<file path="src/sofr_pkg.sv">
// Shared constants and types for the serial flash security region link
package sofr_pkg;
  // Opcodes
  localparam logic [7:0] OP_WRITE_ENABLE = 8'h06;
  localparam logic [7:0] OP_READ_STATUS  = 8'h05;
  localparam logic [7:0] OP_OTP_PROGRAM  = 8'h9b;
  localparam logic [7:0] OP_OTP_READ     = 8'h77;
  // Region geometry
  localparam int REGION_BYTES = 128;
  localparam int USER_BYTES   = 64;
  localparam int BUF_BYTES    = 256;
  localparam int ADDR_BYTES   = 3;
  localparam int DUMMY_BYTES  = 2;
  localparam int STATUS_BYTES = 2;
  localparam logic [7:0] ERASED_BYTE = 8'hff;
  // Status byte fields
  localparam int STAT_BUSY_BIT = 0;
  localparam int STAT_WEL_BIT  = 1;
  // Timing
  localparam int CLK_PERIOD_NS             = 8;
  localparam int OTP_PROGRAM_DURATION_US   = 1000;
  localparam int SCK_HALF_CYCLES_DEFAULT   = 4;
  // Arbitrary seed for the per-part factory pattern
  localparam logic [7:0] FACTORY_SEED_DEFAULT = 8'h5a;

  typedef enum logic [2:0] {
    DS_OPCODE, DS_ADDR, DS_DUMMY, DS_PROG_DATA, DS_READ_DATA, DS_STATUS, DS_SKIP
  } sofr_dev_st_t;

  typedef enum logic [2:0] {
    HS_IDLE, HS_LOAD, HS_LOW, HS_HIGH, HS_END
  } sofr_host_st_t;
endpackage : sofr_pkg

</file>
<file path="src/sofr_link_if.sv">
// Serial link between host controller and flash security region logic
`timescale 1ns/10ps
`default_nettype none
interface sofr_link_if;
  logic cs_n;
  logic sck;
  logic mosi;
  logic miso;
  logic miso_oe;
  modport dev  (input cs_n, input sck, input mosi, output miso, output miso_oe);
  modport host (output cs_n, output sck, output mosi, input miso, input miso_oe);
endinterface : sofr_link_if
`default_nettype wire

</file>
<file path="src/sofr_device.sv">
// Flash-side command logic for the one-time-programmable security region
//
// Overview of operation
// - 128-byte region: 64 user bytes, 64 factory
// - Programmed user half never erased or reprogrammed
// - Factory half fixed per part, never altered
// - One program pass locks whole user half
// - Program needs write enable latch set first
// - Program: 9Bh, three address bytes, data bytes
// - Program start uses only low six bits
// - Data wraps past 63; unsent bytes stay erased
// - Over 64 bytes keeps only last 64
// - Chip select rise writes buffered bytes
// - Program cycle self-timed within program duration
// - Short frame or misaligned release aborts program
// - Aborted program clears write enable latch
// - Busy reported; latch cleared before completion
// - Power loss mid-program leaves half locked
// - Program uses shared 256-byte buffer
// - Read: 77h, address, two dummies, then data
// - Read wraps 7Fh to 00h without delay
// - Chip select rise ends read, output released
// - 06h on byte boundary sets latch
// - 05h alternates status and 00h bytes: busy bit0, latch bit1
`timescale 1ns/10ps
`default_nettype none
module sofr_device
  import sofr_pkg::*;
#(
  parameter int         OTPP_US      = OTP_PROGRAM_DURATION_US,
  parameter logic [7:0] FACTORY_SEED = FACTORY_SEED_DEFAULT
) (
  input  wire logic clk_i,
  input  wire logic reset_i,
  input  wire logic ce_i,
  input  wire logic factory_init_i,
  sofr_link_if.dev  link,
  output logic      busy_o,
  output logic      write_enable_latch_o,
  output logic      locked_o
);
  localparam int OTPP_CYCLES = (OTPP_US * 1000) / CLK_PERIOD_NS;

  // Per-part pattern, fixed in logic so no command can reach it
  function automatic logic [7:0] factory_byte(input logic [5:0] idx);
    factory_byte = FACTORY_SEED ^ 8'({idx, 2'b01} * 8'h3b);
  endfunction : factory_byte

  // ------------------------------------------------------------
  // Storage
  // ------------------------------------------------------------
  logic [7:0] user_mem [USER_BYTES];   // Nonvolatile, untouched by reset
  logic       locked;                  // Nonvolatile programmed flag
  logic [7:0] data_buf [BUF_BYTES];
  logic [USER_BYTES-1:0] fill_mask;

  // ------------------------------------------------------------
  // Link decode
  // ------------------------------------------------------------
  sofr_dev_st_t state;
  logic       sck_q;
  logic       cs_q;
  logic [2:0] bit_cnt;
  logic [7:0] shreg;
  logic [1:0] hdr_cnt;
  logic [23:0] addr;
  logic       is_prog;
  logic       got_data;
  logic       wren_pend;
  logic [5:0] wptr;
  logic [6:0] rptr;
  logic       stat_sel;
  logic [6:0] oshift;
  logic       miso;
  logic       miso_oe;
  logic       write_enable_latch;
  logic       busy;
  logic [31:0] pcnt;

  wire        rise      = link.sck & ~sck_q & ~link.cs_n;
  wire        fall      = ~link.sck & sck_q & ~link.cs_n;
  wire        cs_end    = link.cs_n & ~cs_q;
  wire [7:0]  next_byte = {shreg[6:0], link.mosi};
  wire        byte_done = rise && bit_cnt == 3'h7;
  wire [23:0] next_addr = {addr[15:0], next_byte};
  wire        out_phase = (state == DS_READ_DATA) || (state == DS_STATUS);
  wire        load_out  = fall && out_phase && bit_cnt == 3'h0;
  wire [7:0]  stat_byte = stat_sel ? 8'h00 : 8'((32'(write_enable_latch) << STAT_WEL_BIT) | (32'(busy) << STAT_BUSY_BIT));
  wire [7:0]  region_byte = rptr[6] ? factory_byte(rptr[5:0]) : user_mem[rptr[5:0]];
  wire [7:0]  out_src   = (state == DS_STATUS) ? stat_byte : region_byte;
  wire        prog_ok   = got_data && bit_cnt == 3'h0 && !locked;
  wire        prog_abort = cs_end && is_prog &&
                           (state == DS_ADDR || (state == DS_PROG_DATA && !prog_ok));
  wire        prog_start = cs_end && state == DS_PROG_DATA && prog_ok;
  wire        prog_end  = busy && pcnt == 32'(OTPP_CYCLES - 1);

  assign link.miso            = miso;
  assign link.miso_oe         = miso_oe;
  assign busy_o               = busy;
  assign write_enable_latch_o = write_enable_latch;
  assign locked_o             = locked;

  // ------------------------------------------------------------
  // Command sequencer
  // ------------------------------------------------------------
  always_ff @(posedge clk_i) begin
    if (reset_i) begin
      state     <= DS_OPCODE;
      sck_q     <= 1'b0;
      cs_q      <= 1'b1;
      bit_cnt   <= 3'h0;
      shreg     <= 8'h00;
      hdr_cnt   <= 2'h0;
      addr      <= 24'h000000;
      is_prog   <= 1'b0;
      got_data  <= 1'b0;
      wren_pend <= 1'b0;
    end else if (ce_i) begin
      sck_q <= link.sck;
      cs_q  <= link.cs_n;
      if (link.cs_n) begin
        state     <= DS_OPCODE;
        bit_cnt   <= 3'h0;
        hdr_cnt   <= 2'h0;
        is_prog   <= 1'b0;
        got_data  <= 1'b0;
        wren_pend <= 1'b0;
      end else if (rise) begin
        shreg   <= next_byte;
        bit_cnt <= bit_cnt + 3'h1;
        if (byte_done) begin
          case (state)
            DS_OPCODE: begin
              case (next_byte)
                OP_WRITE_ENABLE: begin
                  wren_pend <= !busy;
                  state     <= DS_SKIP;
                end
                OP_READ_STATUS:  state <= DS_STATUS;
                OP_OTP_PROGRAM: begin
                  is_prog <= !busy && write_enable_latch;
                  state   <= (!busy && write_enable_latch) ? DS_ADDR : DS_SKIP;
                end
                OP_OTP_READ:     state <= busy ? DS_SKIP : DS_ADDR;
                default:         state <= DS_SKIP;
              endcase
            end
            DS_ADDR: begin
              addr    <= next_addr;
              hdr_cnt <= hdr_cnt + 2'h1;
              if (hdr_cnt == 2'(ADDR_BYTES - 1)) begin
                hdr_cnt <= 2'h0;
                state   <= is_prog ? DS_PROG_DATA : DS_DUMMY;
              end
            end
            DS_DUMMY: begin
              hdr_cnt <= hdr_cnt + 2'h1;
              if (hdr_cnt == 2'(DUMMY_BYTES - 1))
                state <= DS_READ_DATA;
            end
            DS_PROG_DATA: got_data <= 1'b1;
            default: ;
          endcase
        end
      end
    end
  end

  // ------------------------------------------------------------
  // Program data capture into the shared buffer
  // ------------------------------------------------------------
  always_ff @(posedge clk_i) begin
    if (reset_i) begin
      fill_mask <= '0;
      wptr      <= 6'h00;
    end else if (ce_i) begin
      if (state == DS_ADDR && byte_done && is_prog && hdr_cnt == 2'(ADDR_BYTES - 1)) begin
        wptr      <= next_addr[5:0];
        fill_mask <= '0;
      end else if (state == DS_PROG_DATA && byte_done) begin
        // Same slot reused every 64 bytes, so the last 64 survive
        data_buf[{2'b00, wptr}] <= next_byte;
        fill_mask[wptr]         <= 1'b1;
        wptr                    <= wptr + 6'h01;
      end
    end
  end

  // ------------------------------------------------------------
  // Serial output for region and status reads
  // ------------------------------------------------------------
  always_ff @(posedge clk_i) begin
    if (reset_i) begin
      miso     <= 1'b0;
      miso_oe  <= 1'b0;
      oshift   <= 7'h00;
      rptr     <= 7'h00;
      stat_sel <= 1'b0;
    end else if (ce_i) begin
      if (link.cs_n) begin
        miso_oe  <= 1'b0;
        stat_sel <= 1'b0;
      end else if (state == DS_ADDR && byte_done && hdr_cnt == 2'(ADDR_BYTES - 1)) begin
        rptr <= next_addr[6:0];
      end else if (load_out) begin
        miso    <= out_src[7];
        oshift  <= out_src[6:0];
        miso_oe <= 1'b1;
        if (state == DS_READ_DATA)
          rptr <= rptr + 7'h01;
        else
          stat_sel <= ~stat_sel;
      end else if (fall && out_phase) begin
        miso   <= oshift[6];
        oshift <= {oshift[5:0], 1'b0};
      end
    end
  end

  // ------------------------------------------------------------
  // Write enable latch and self-timed program cycle
  // ------------------------------------------------------------
  always_ff @(posedge clk_i) begin
    if (reset_i) begin
      write_enable_latch  <= 1'b0;
      busy <= 1'b0;
      pcnt <= 32'h0;
    end else if (ce_i) begin
      if (prog_abort || prog_start)
        write_enable_latch <= 1'b0;
      else if (cs_end && wren_pend && bit_cnt == 3'h0)
        write_enable_latch <= 1'b1;
      if (prog_start) begin
        busy <= 1'b1;
        pcnt <= 32'h0;
      end else if (busy) begin
        pcnt <= pcnt + 32'h1;
        if (prog_end)
          busy <= 1'b0;
      end
    end
  end

  // Lock is set before any byte is written, so a cut supply leaves it set
  always_ff @(posedge clk_i) begin
    if (factory_init_i) begin
      locked <= 1'b0;
      for (int i = 0; i < USER_BYTES; i++)
        user_mem[i] <= ERASED_BYTE;
    end else if (ce_i) begin
      if (prog_start)
        locked <= 1'b1;
      if (busy && pcnt < 32'(USER_BYTES) && fill_mask[pcnt[5:0]])
        user_mem[pcnt[5:0]] <= data_buf[{2'b00, pcnt[5:0]}];
    end
  end
endmodule : sofr_device
`default_nettype wire

</file>
<file path="src/flat_wrapper.sv">
// flat-port wrapper written by rule: the top's interface ports become plain ports
module sofr_device_flat import sofr_pkg::*;
#(
  parameter int         OTPP_US      = OTP_PROGRAM_DURATION_US,
  parameter logic [7:0] FACTORY_SEED = FACTORY_SEED_DEFAULT
)
  (clk_i, reset_i, ce_i, factory_init_i, busy_o, write_enable_latch_o, locked_o, link_cs_n, link_sck, link_mosi, link_miso, link_miso_oe);
  sofr_link_if link_i ();
  input  wire logic clk_i;
  input  wire logic reset_i;
  input  wire logic ce_i;
  input  wire logic factory_init_i;
  output logic busy_o;
  output logic write_enable_latch_o;
  output logic locked_o;
  input wire logic [$bits(link_i.cs_n)-1:0] link_cs_n;
  input wire logic [$bits(link_i.sck)-1:0] link_sck;
  input wire logic [$bits(link_i.mosi)-1:0] link_mosi;
  output wire logic [$bits(link_i.miso)-1:0] link_miso;
  output wire logic [$bits(link_i.miso_oe)-1:0] link_miso_oe;
  assign link_i.cs_n = link_cs_n;
  assign link_i.sck = link_sck;
  assign link_i.mosi = link_mosi;
  assign link_miso = link_i.miso;
  assign link_miso_oe = link_i.miso_oe;
  sofr_device #(.OTPP_US(OTPP_US), .FACTORY_SEED(FACTORY_SEED)) u_core (.clk_i(clk_i), .reset_i(reset_i), .ce_i(ce_i), .factory_init_i(factory_init_i), .link(link_i), .busy_o(busy_o), .write_enable_latch_o(write_enable_latch_o), .locked_o(locked_o));
endmodule
</file>
<file path="config.mk">
export PLATFORM = sky130hd
export DESIGN_NAME = sofr_device_flat
export DESIGN_NICKNAME = d
export VERILOG_FILES = /design/src/sofr_pkg.sv /design/src/sofr_link_if.sv /design/src/sofr_device.sv /design/src/flat_wrapper.sv
export SDC_FILE = /design/constraint.sdc
export NUM_CORES = 2
export LEC_CHECK = 0
export ABC_CLOCK_PERIOD_IN_PS = 3200
export BUFFER_PORTS_ARGS = -buffer_cell sky130_fd_sc_hd__buf_2
export CAP_MARGIN = 20
export CELL_PAD_IN_SITES_DETAIL_PLACEMENT = 0
export CELL_PAD_IN_SITES_GLOBAL_PLACEMENT = 2
export CORE_MARGIN = 2
export CORE_UTILIZATION = 35
export DETAILED_ROUTE_END_ITERATION = 10
export PLACE_DENSITY = 0.68
export REMOVE_ABC_BUFFERS = 1
export SYNTH_ARGS = -nofsm -noshare
export SYNTH_HDL_FRONTEND = slang
export SYNTH_SLANG_ARGS = --single-unit
</file>
<file path="constraint.sdc">
create_clock -name clk_i -period 3.2 [get_ports clk_i]
set_clock_uncertainty 0.05 [all_clocks]
set_input_delay 0.64 -clock clk_i [delete_from_list [all_inputs] [get_ports clk_i]]
set_output_delay 0.64 -clock clk_i [all_outputs]
set_load 0.01 [all_outputs]
</file>
# == Yosys cells after proc, flatten, opt, wreduce, memory -nomap -nowiden ==
# Memory sizes are Yosys's and may differ from the RTL's. A register that Yosys moved wholly into a read port is not among the register bits.
# Cells that the tools add are included.
# classes
add_sub_neg,5
mul,1
div,0
n_lt_le_gt_ge,4
eq_ne,17
n_shift,0
n_mux,81
bitwise_logic,14
n_reduce_logical,61
# ops
cell,count
64-bit 2-to-1 mux,2
32-bit 2-to-1 mux,2
64-bit OR,1
8-bit 2-to-1 mux,6
1-bit 2-to-1 mux,43
7-bit 2-to-1 mux,5
32-bit by 1-bit adder with 32-bit output (second input constant),1
32-bit by 17-bit == test with 1-bit output (second input constant),1
32-bit by 7-bit less-than comparator with 1-bit output (second input constant),1
6-bit 2-to-1 mux,5
3-bit 2-to-1 mux,9
2-bit nonzero test,13
1-bit logical AND,22
4-bit AND reduction,5
3-bit case mux with 3 select lines,2
8-bit by 3-bit == test with 1-bit output (second input constant),2
6-bit by 7-bit less-than comparator with 1-bit output (second input constant),2
2-bit AND reduction,5
5-bit AND reduction,2
3-bit == test (second input constant),3
8-bit by 7-bit == test with 1-bit output (second input constant),1
8-bit == test (second input constant),1
8-bit by 6-bit multiplier with 8-bit output (second input constant),1
2-bit 2-to-1 mux,4
27 further kinds,44
# word_totals
regBits,142
latchBits,0
mem_bits_rw,2560
rom_bits,0
inputBits,7
output_inout_bits,5
elab_cells,205
n_memories,2
# mem_list
memory,words,width,read_ports,rd_ports_with_merged_regs,write_ports,line_no,text
u_core.data_buf,256,8,1,1,1,sofr_device.sv:54,logic [7:0] data_buf [BUF_BYTES];
u_core.user_mem,64,8,1,1,64,sofr_device.sv:52,logic [7:0] user_mem [USER_BYTES];

# == Logic depth before layout (Yosys ltp) ==
# logic_depth
word_depth,11
depth_mapped,13

# == Worst setup path after synthesis ==
# Ideal clock, no wire load.
# synth_timing
kind,input port to flip-flop
startpoint,input port ce_i
endpoint,memory u_core.data_buf[52][0] (enable)
setup_ns,0.370
arrival_time_ns,2.494
required_time_ns,2.780
setup_slack_ns,0.286
stages,7
path_buffers,2
path_cell_list,clkbuf_1 > nor2b_1 > clkbuf_1 > nand3_1 > nor4b_1 > nand2_1 > nor2_1
# synth_via
elab_chain_len,3
# synth_lines
item,line_no,text
start: declaration,flat_wrapper.sv:11,input wire logic ce_i;
1-bit 2-to-1 mux,sofr_device.sv:176,end else if (ce_i) begin
1-bit 2-to-1 mux,sofr_device.sv:173,if (reset_i) begin
1-bit 2-to-1 mux (implied by the code),sofr_device.sv:182,"data_buf[{2'b00, wptr}] <= next_byte;"
end: declaration,sofr_device.sv:54,
# No other way between the ends.

==> results.sh <==
export IMPL_syn2layout_area_growth_pct=19.73
export IMPL_die_area_um2=147600
export IMPL_core_area_um2=143500
export IMPL_grt_pass1_wl_mm=221.0
export IMPL_cp_slowest_cell="mux4_2"
export IMPL_die_y_um=384.2
export IMPL_layout_commonest_cell="edfxtp_1"
export IMPL_fin_crit_ns=3.058
export IMPL_placed_area_um2=56100
export IMPL_p_total_mw=33.06
export IMPL_drtPass1Iterations=5
export IMPL_vdd_ir_drop_max_v=0.0004756
export IMPL_synth_seq_cells=1178
export IMPL_avgSynthCellArea_um2=14.77
export IMPL_wire_per_inst_um=26.20
export IMPL_syn_area_um2=50600
export IMPL_nets=3747
export IMPL_drc=0
export IMPL_hold_path_class="input port to flop"
export IMPL_cts_root_buf="clkbuf_16"
export IMPL_vias=31720
export IMPL_setup_ws_ns=0.1417
export IMPL_yosysUniqueCellTypes=74
export IMPL_ioPinCount=12
export IMPL_start_util=0.3526
export IMPL_syn_inst=3425
export IMPL_crit_chain="buf_12 -> buf_12 -> mux4_2 -> a22oi_2 -> a21oi_2 -> nor4_4 -> buf_12 -> buf_4 -> nand4_1"
export IMPL_synthArstFlopShare=0
export IMPL_synth_compound_area_share=0.05507
export IMPL_pre_cts_ws_ns=0.05011
export IMPL_drtAntennaViolNets=0
export IMPL_ys_warnings_count=0
export IMPL_synth_adder_area_share=0.005292
export IMPL_grt_max_degree=74
export IMPL_drt_first_iter_violations=2801
export IMPL_row_count=139
export IMPL_first_global_vias=31750
export IMPL_port_buffers=11
export IMPL_drv_slew=0
export IMPL_dp_cells=5487
export IMPL_cp_arrival_ns=3.48
export IMPL_p_leak_nw=19.34
export IMPL_tritoncts="done"
export IMPL_synth_edff_count=1024
export IMPL_final_instance_count_excl_fill=5733
export IMPL_cts_made_buffers=134
export IMPL_cts_max_level=4
export IMPL_hpwl_mm=101.7
export IMPL_cpMostUsedCell="buf_12"
export IMPL_final_cell_mix="1,024 x edfxtp_1, 372 x buf_4, 318 x nand3_1, 245 x mux4_2, 244 x nor2_1"
export IMPL_synth_flop_cell="edfxtp_1"
export IMPL_synthMuxAreaShare=0.1217
export IMPL_cts_buffer_depth=3
export IMPL_ys_seq_area_frac=0.6686
export IMPL_die_x_um=384.2
export IMPL_multi_input_area_um2=15440
export IMPL_path_max_fanout=15
export IMPL_synthXorXnorAreaFrac=0.006503
export IMPL_path_clk_slew_ns=0.06
export IMPL_gp_congestion=0.8763
export IMPL_ff_latch_area_um2=33860
export IMPL_cts_sinks=1178
export IMPL_critPathMaxStageDelay_ns=0.54
export IMPL_cap_viol_max_count=0
export IMPL_synth_top_family_by_area="multiplexers"
export IMPL_postCtsHoldBufs=0
export IMPL_yosys_area_share_simple=0.1158
export IMPL_fin_tns_setup_ns=0
export IMPL_worstSetupStartpointType="flop"
export IMPL_antenna_found_initial=5
export IMPL_cp_required_ns=3.62
export IMPL_max_freq_ghz=0.3270
export IMPL_period_share=0.9557
export IMPL_crit_type="flop to flop"
export IMPL_hold_viol=0
export IMPL_wl_mm=150.2
export IMPL_tightestPinTransition_ns=1.097
export IMPL_drive_above_1_share=0.2586
export IMPL_slew_headroom=0.2681
export IMPL_status="completed"
export IMPL_clk_latency_ns=0.79
export IMPL_setup_viol=0
export IMPL_viasPerCell=5.532
export IMPL_worstSetupEndpointType="flop"
export IMPL_grtUsageTotal=0.2043
export IMPL_power_density_nw_per_um2=545.7
export IMPL_fill_cells=13010
export IMPL_grt_overflow=0
export IMPL_final_cell_area_um2=60580
[cells in the mapped netlist (30+ instances only)]
master,n,share of area
nor3_1,30,0.0030
a21o_1,37,0.0055
nand3_1,318,0.031
a21oi_1,152,0.015
clkbuf_1,152,0.011
buf_2,108,0.011
dfxtp_1,154,0.061
nand2_1,206,0.015
mux2i_1,54,0.011
mux4_2,245,0.11
nand4_1,163,0.020
buf_1,31,0.0023
edfxtp_1,1024,0.61
nor2_1,246,0.018
a22oi_1,107,0.016
[where the power goes]
| group | switching, mW | internal, mW |
|---|---|---|
| logic | 0.364 | 0.251 |
| clock network | 6.45 | 8.99 |
| registers | 0.114 | 16.9 |
[what timing repair did]
item / CTS / global route
setup buffers: 0 / 1
gates resized for setup: 0 / 4
setup endpoints to repair: 0 / 41
[logic make-up after synthesis]
group,count (synthesis)
adder cells (fa/ha/maj),19
buffers and inverters,322
AND/OR/NAND/NOR,1139
XOR/XNOR,36
flip-flops,1178
AO/OA/AOI/OAI,423
multiplexers,308
[sequential cells by signal, indices dropped and copies added, names as in the netlist, 2 cells and up, named ones only]
signal	count
u_core.state	3
u_core.user_mem	512
u_core.pcnt	32
u_core.rptr	7
u_core.fill_mask	64
u_core.oshift	7
u_core.data_buf	512
u_core.bit_cnt	3
u_core.wptr	6
u_core.hdr_cnt	2
u_core.shreg	7
[worst max-delay path, delay by kind of cell (launching register included)]
| kind | cells | cell delay, ns |
|---|---|---|
| AO/OA/AOI/OAI | 2 | 0.45 |
| buffers and inverters | 4 | 0.80 |
| multiplexers | 1 | 0.54 |
| flip-flops | 1 | 0.40 |
| AND/OR/NAND/NOR | 2 | 0.47 |
[metal layers]
metal  up-vias  track usage  wire length (µm)
li1      14110            -                 -
met1     16440       0.2850             65910
met2       985       0.3296             72200
met3       174      0.03203              8445
met4         2      0.06020              3613
met5         -            0                13
[final cells by class]
| cell class | count | share of cell area |
|---|---|---|
| Antenna cell | 1 | 0.00004131 |
| Clock buffer | 177 | 0.05987 |
| Clock inverter | 67 | 0.01378 |
| Inverter | 25 | 0.001549 |
| Multi-Input combinational cell | 1925 | 0.2548 |
| Sequential cell | 1178 | 0.5589 |
| Tap cell | 1903 | 0.03930 |
| Timing Repair Buffer | 457 | 0.07171 |
[per-stage QoR]
stage / utilization / hold WS (ns)
3_3_place_gp: 0.3910 / 0.3904
2_1_floorplan: - / 0.3778
6_report: 0.4222 / 0.1180
5_1_grt: 0.4222 / 0.09621
3_5_place_dp: 0.3910 / 0.3972
4_1_cts: 0.4221 / 0.04612
[worst paths after layout]
check | startpoint | endpoint | slack (ns) | cells past startpoint
worst max-delay path | flop | u_core.user_mem[3][3] | 0.14 | 9
worst min-delay path | link_sck | u_core.sck_q | 0.12 | 3
worst max register to register | flop | u_core.user_mem[3][3] | 0.14 | 9
worst min register to register | u_core.fill_mask[8] | u_core.fill_mask[8] | 0.41 | 2
Power figures use the tool's default switching activity.
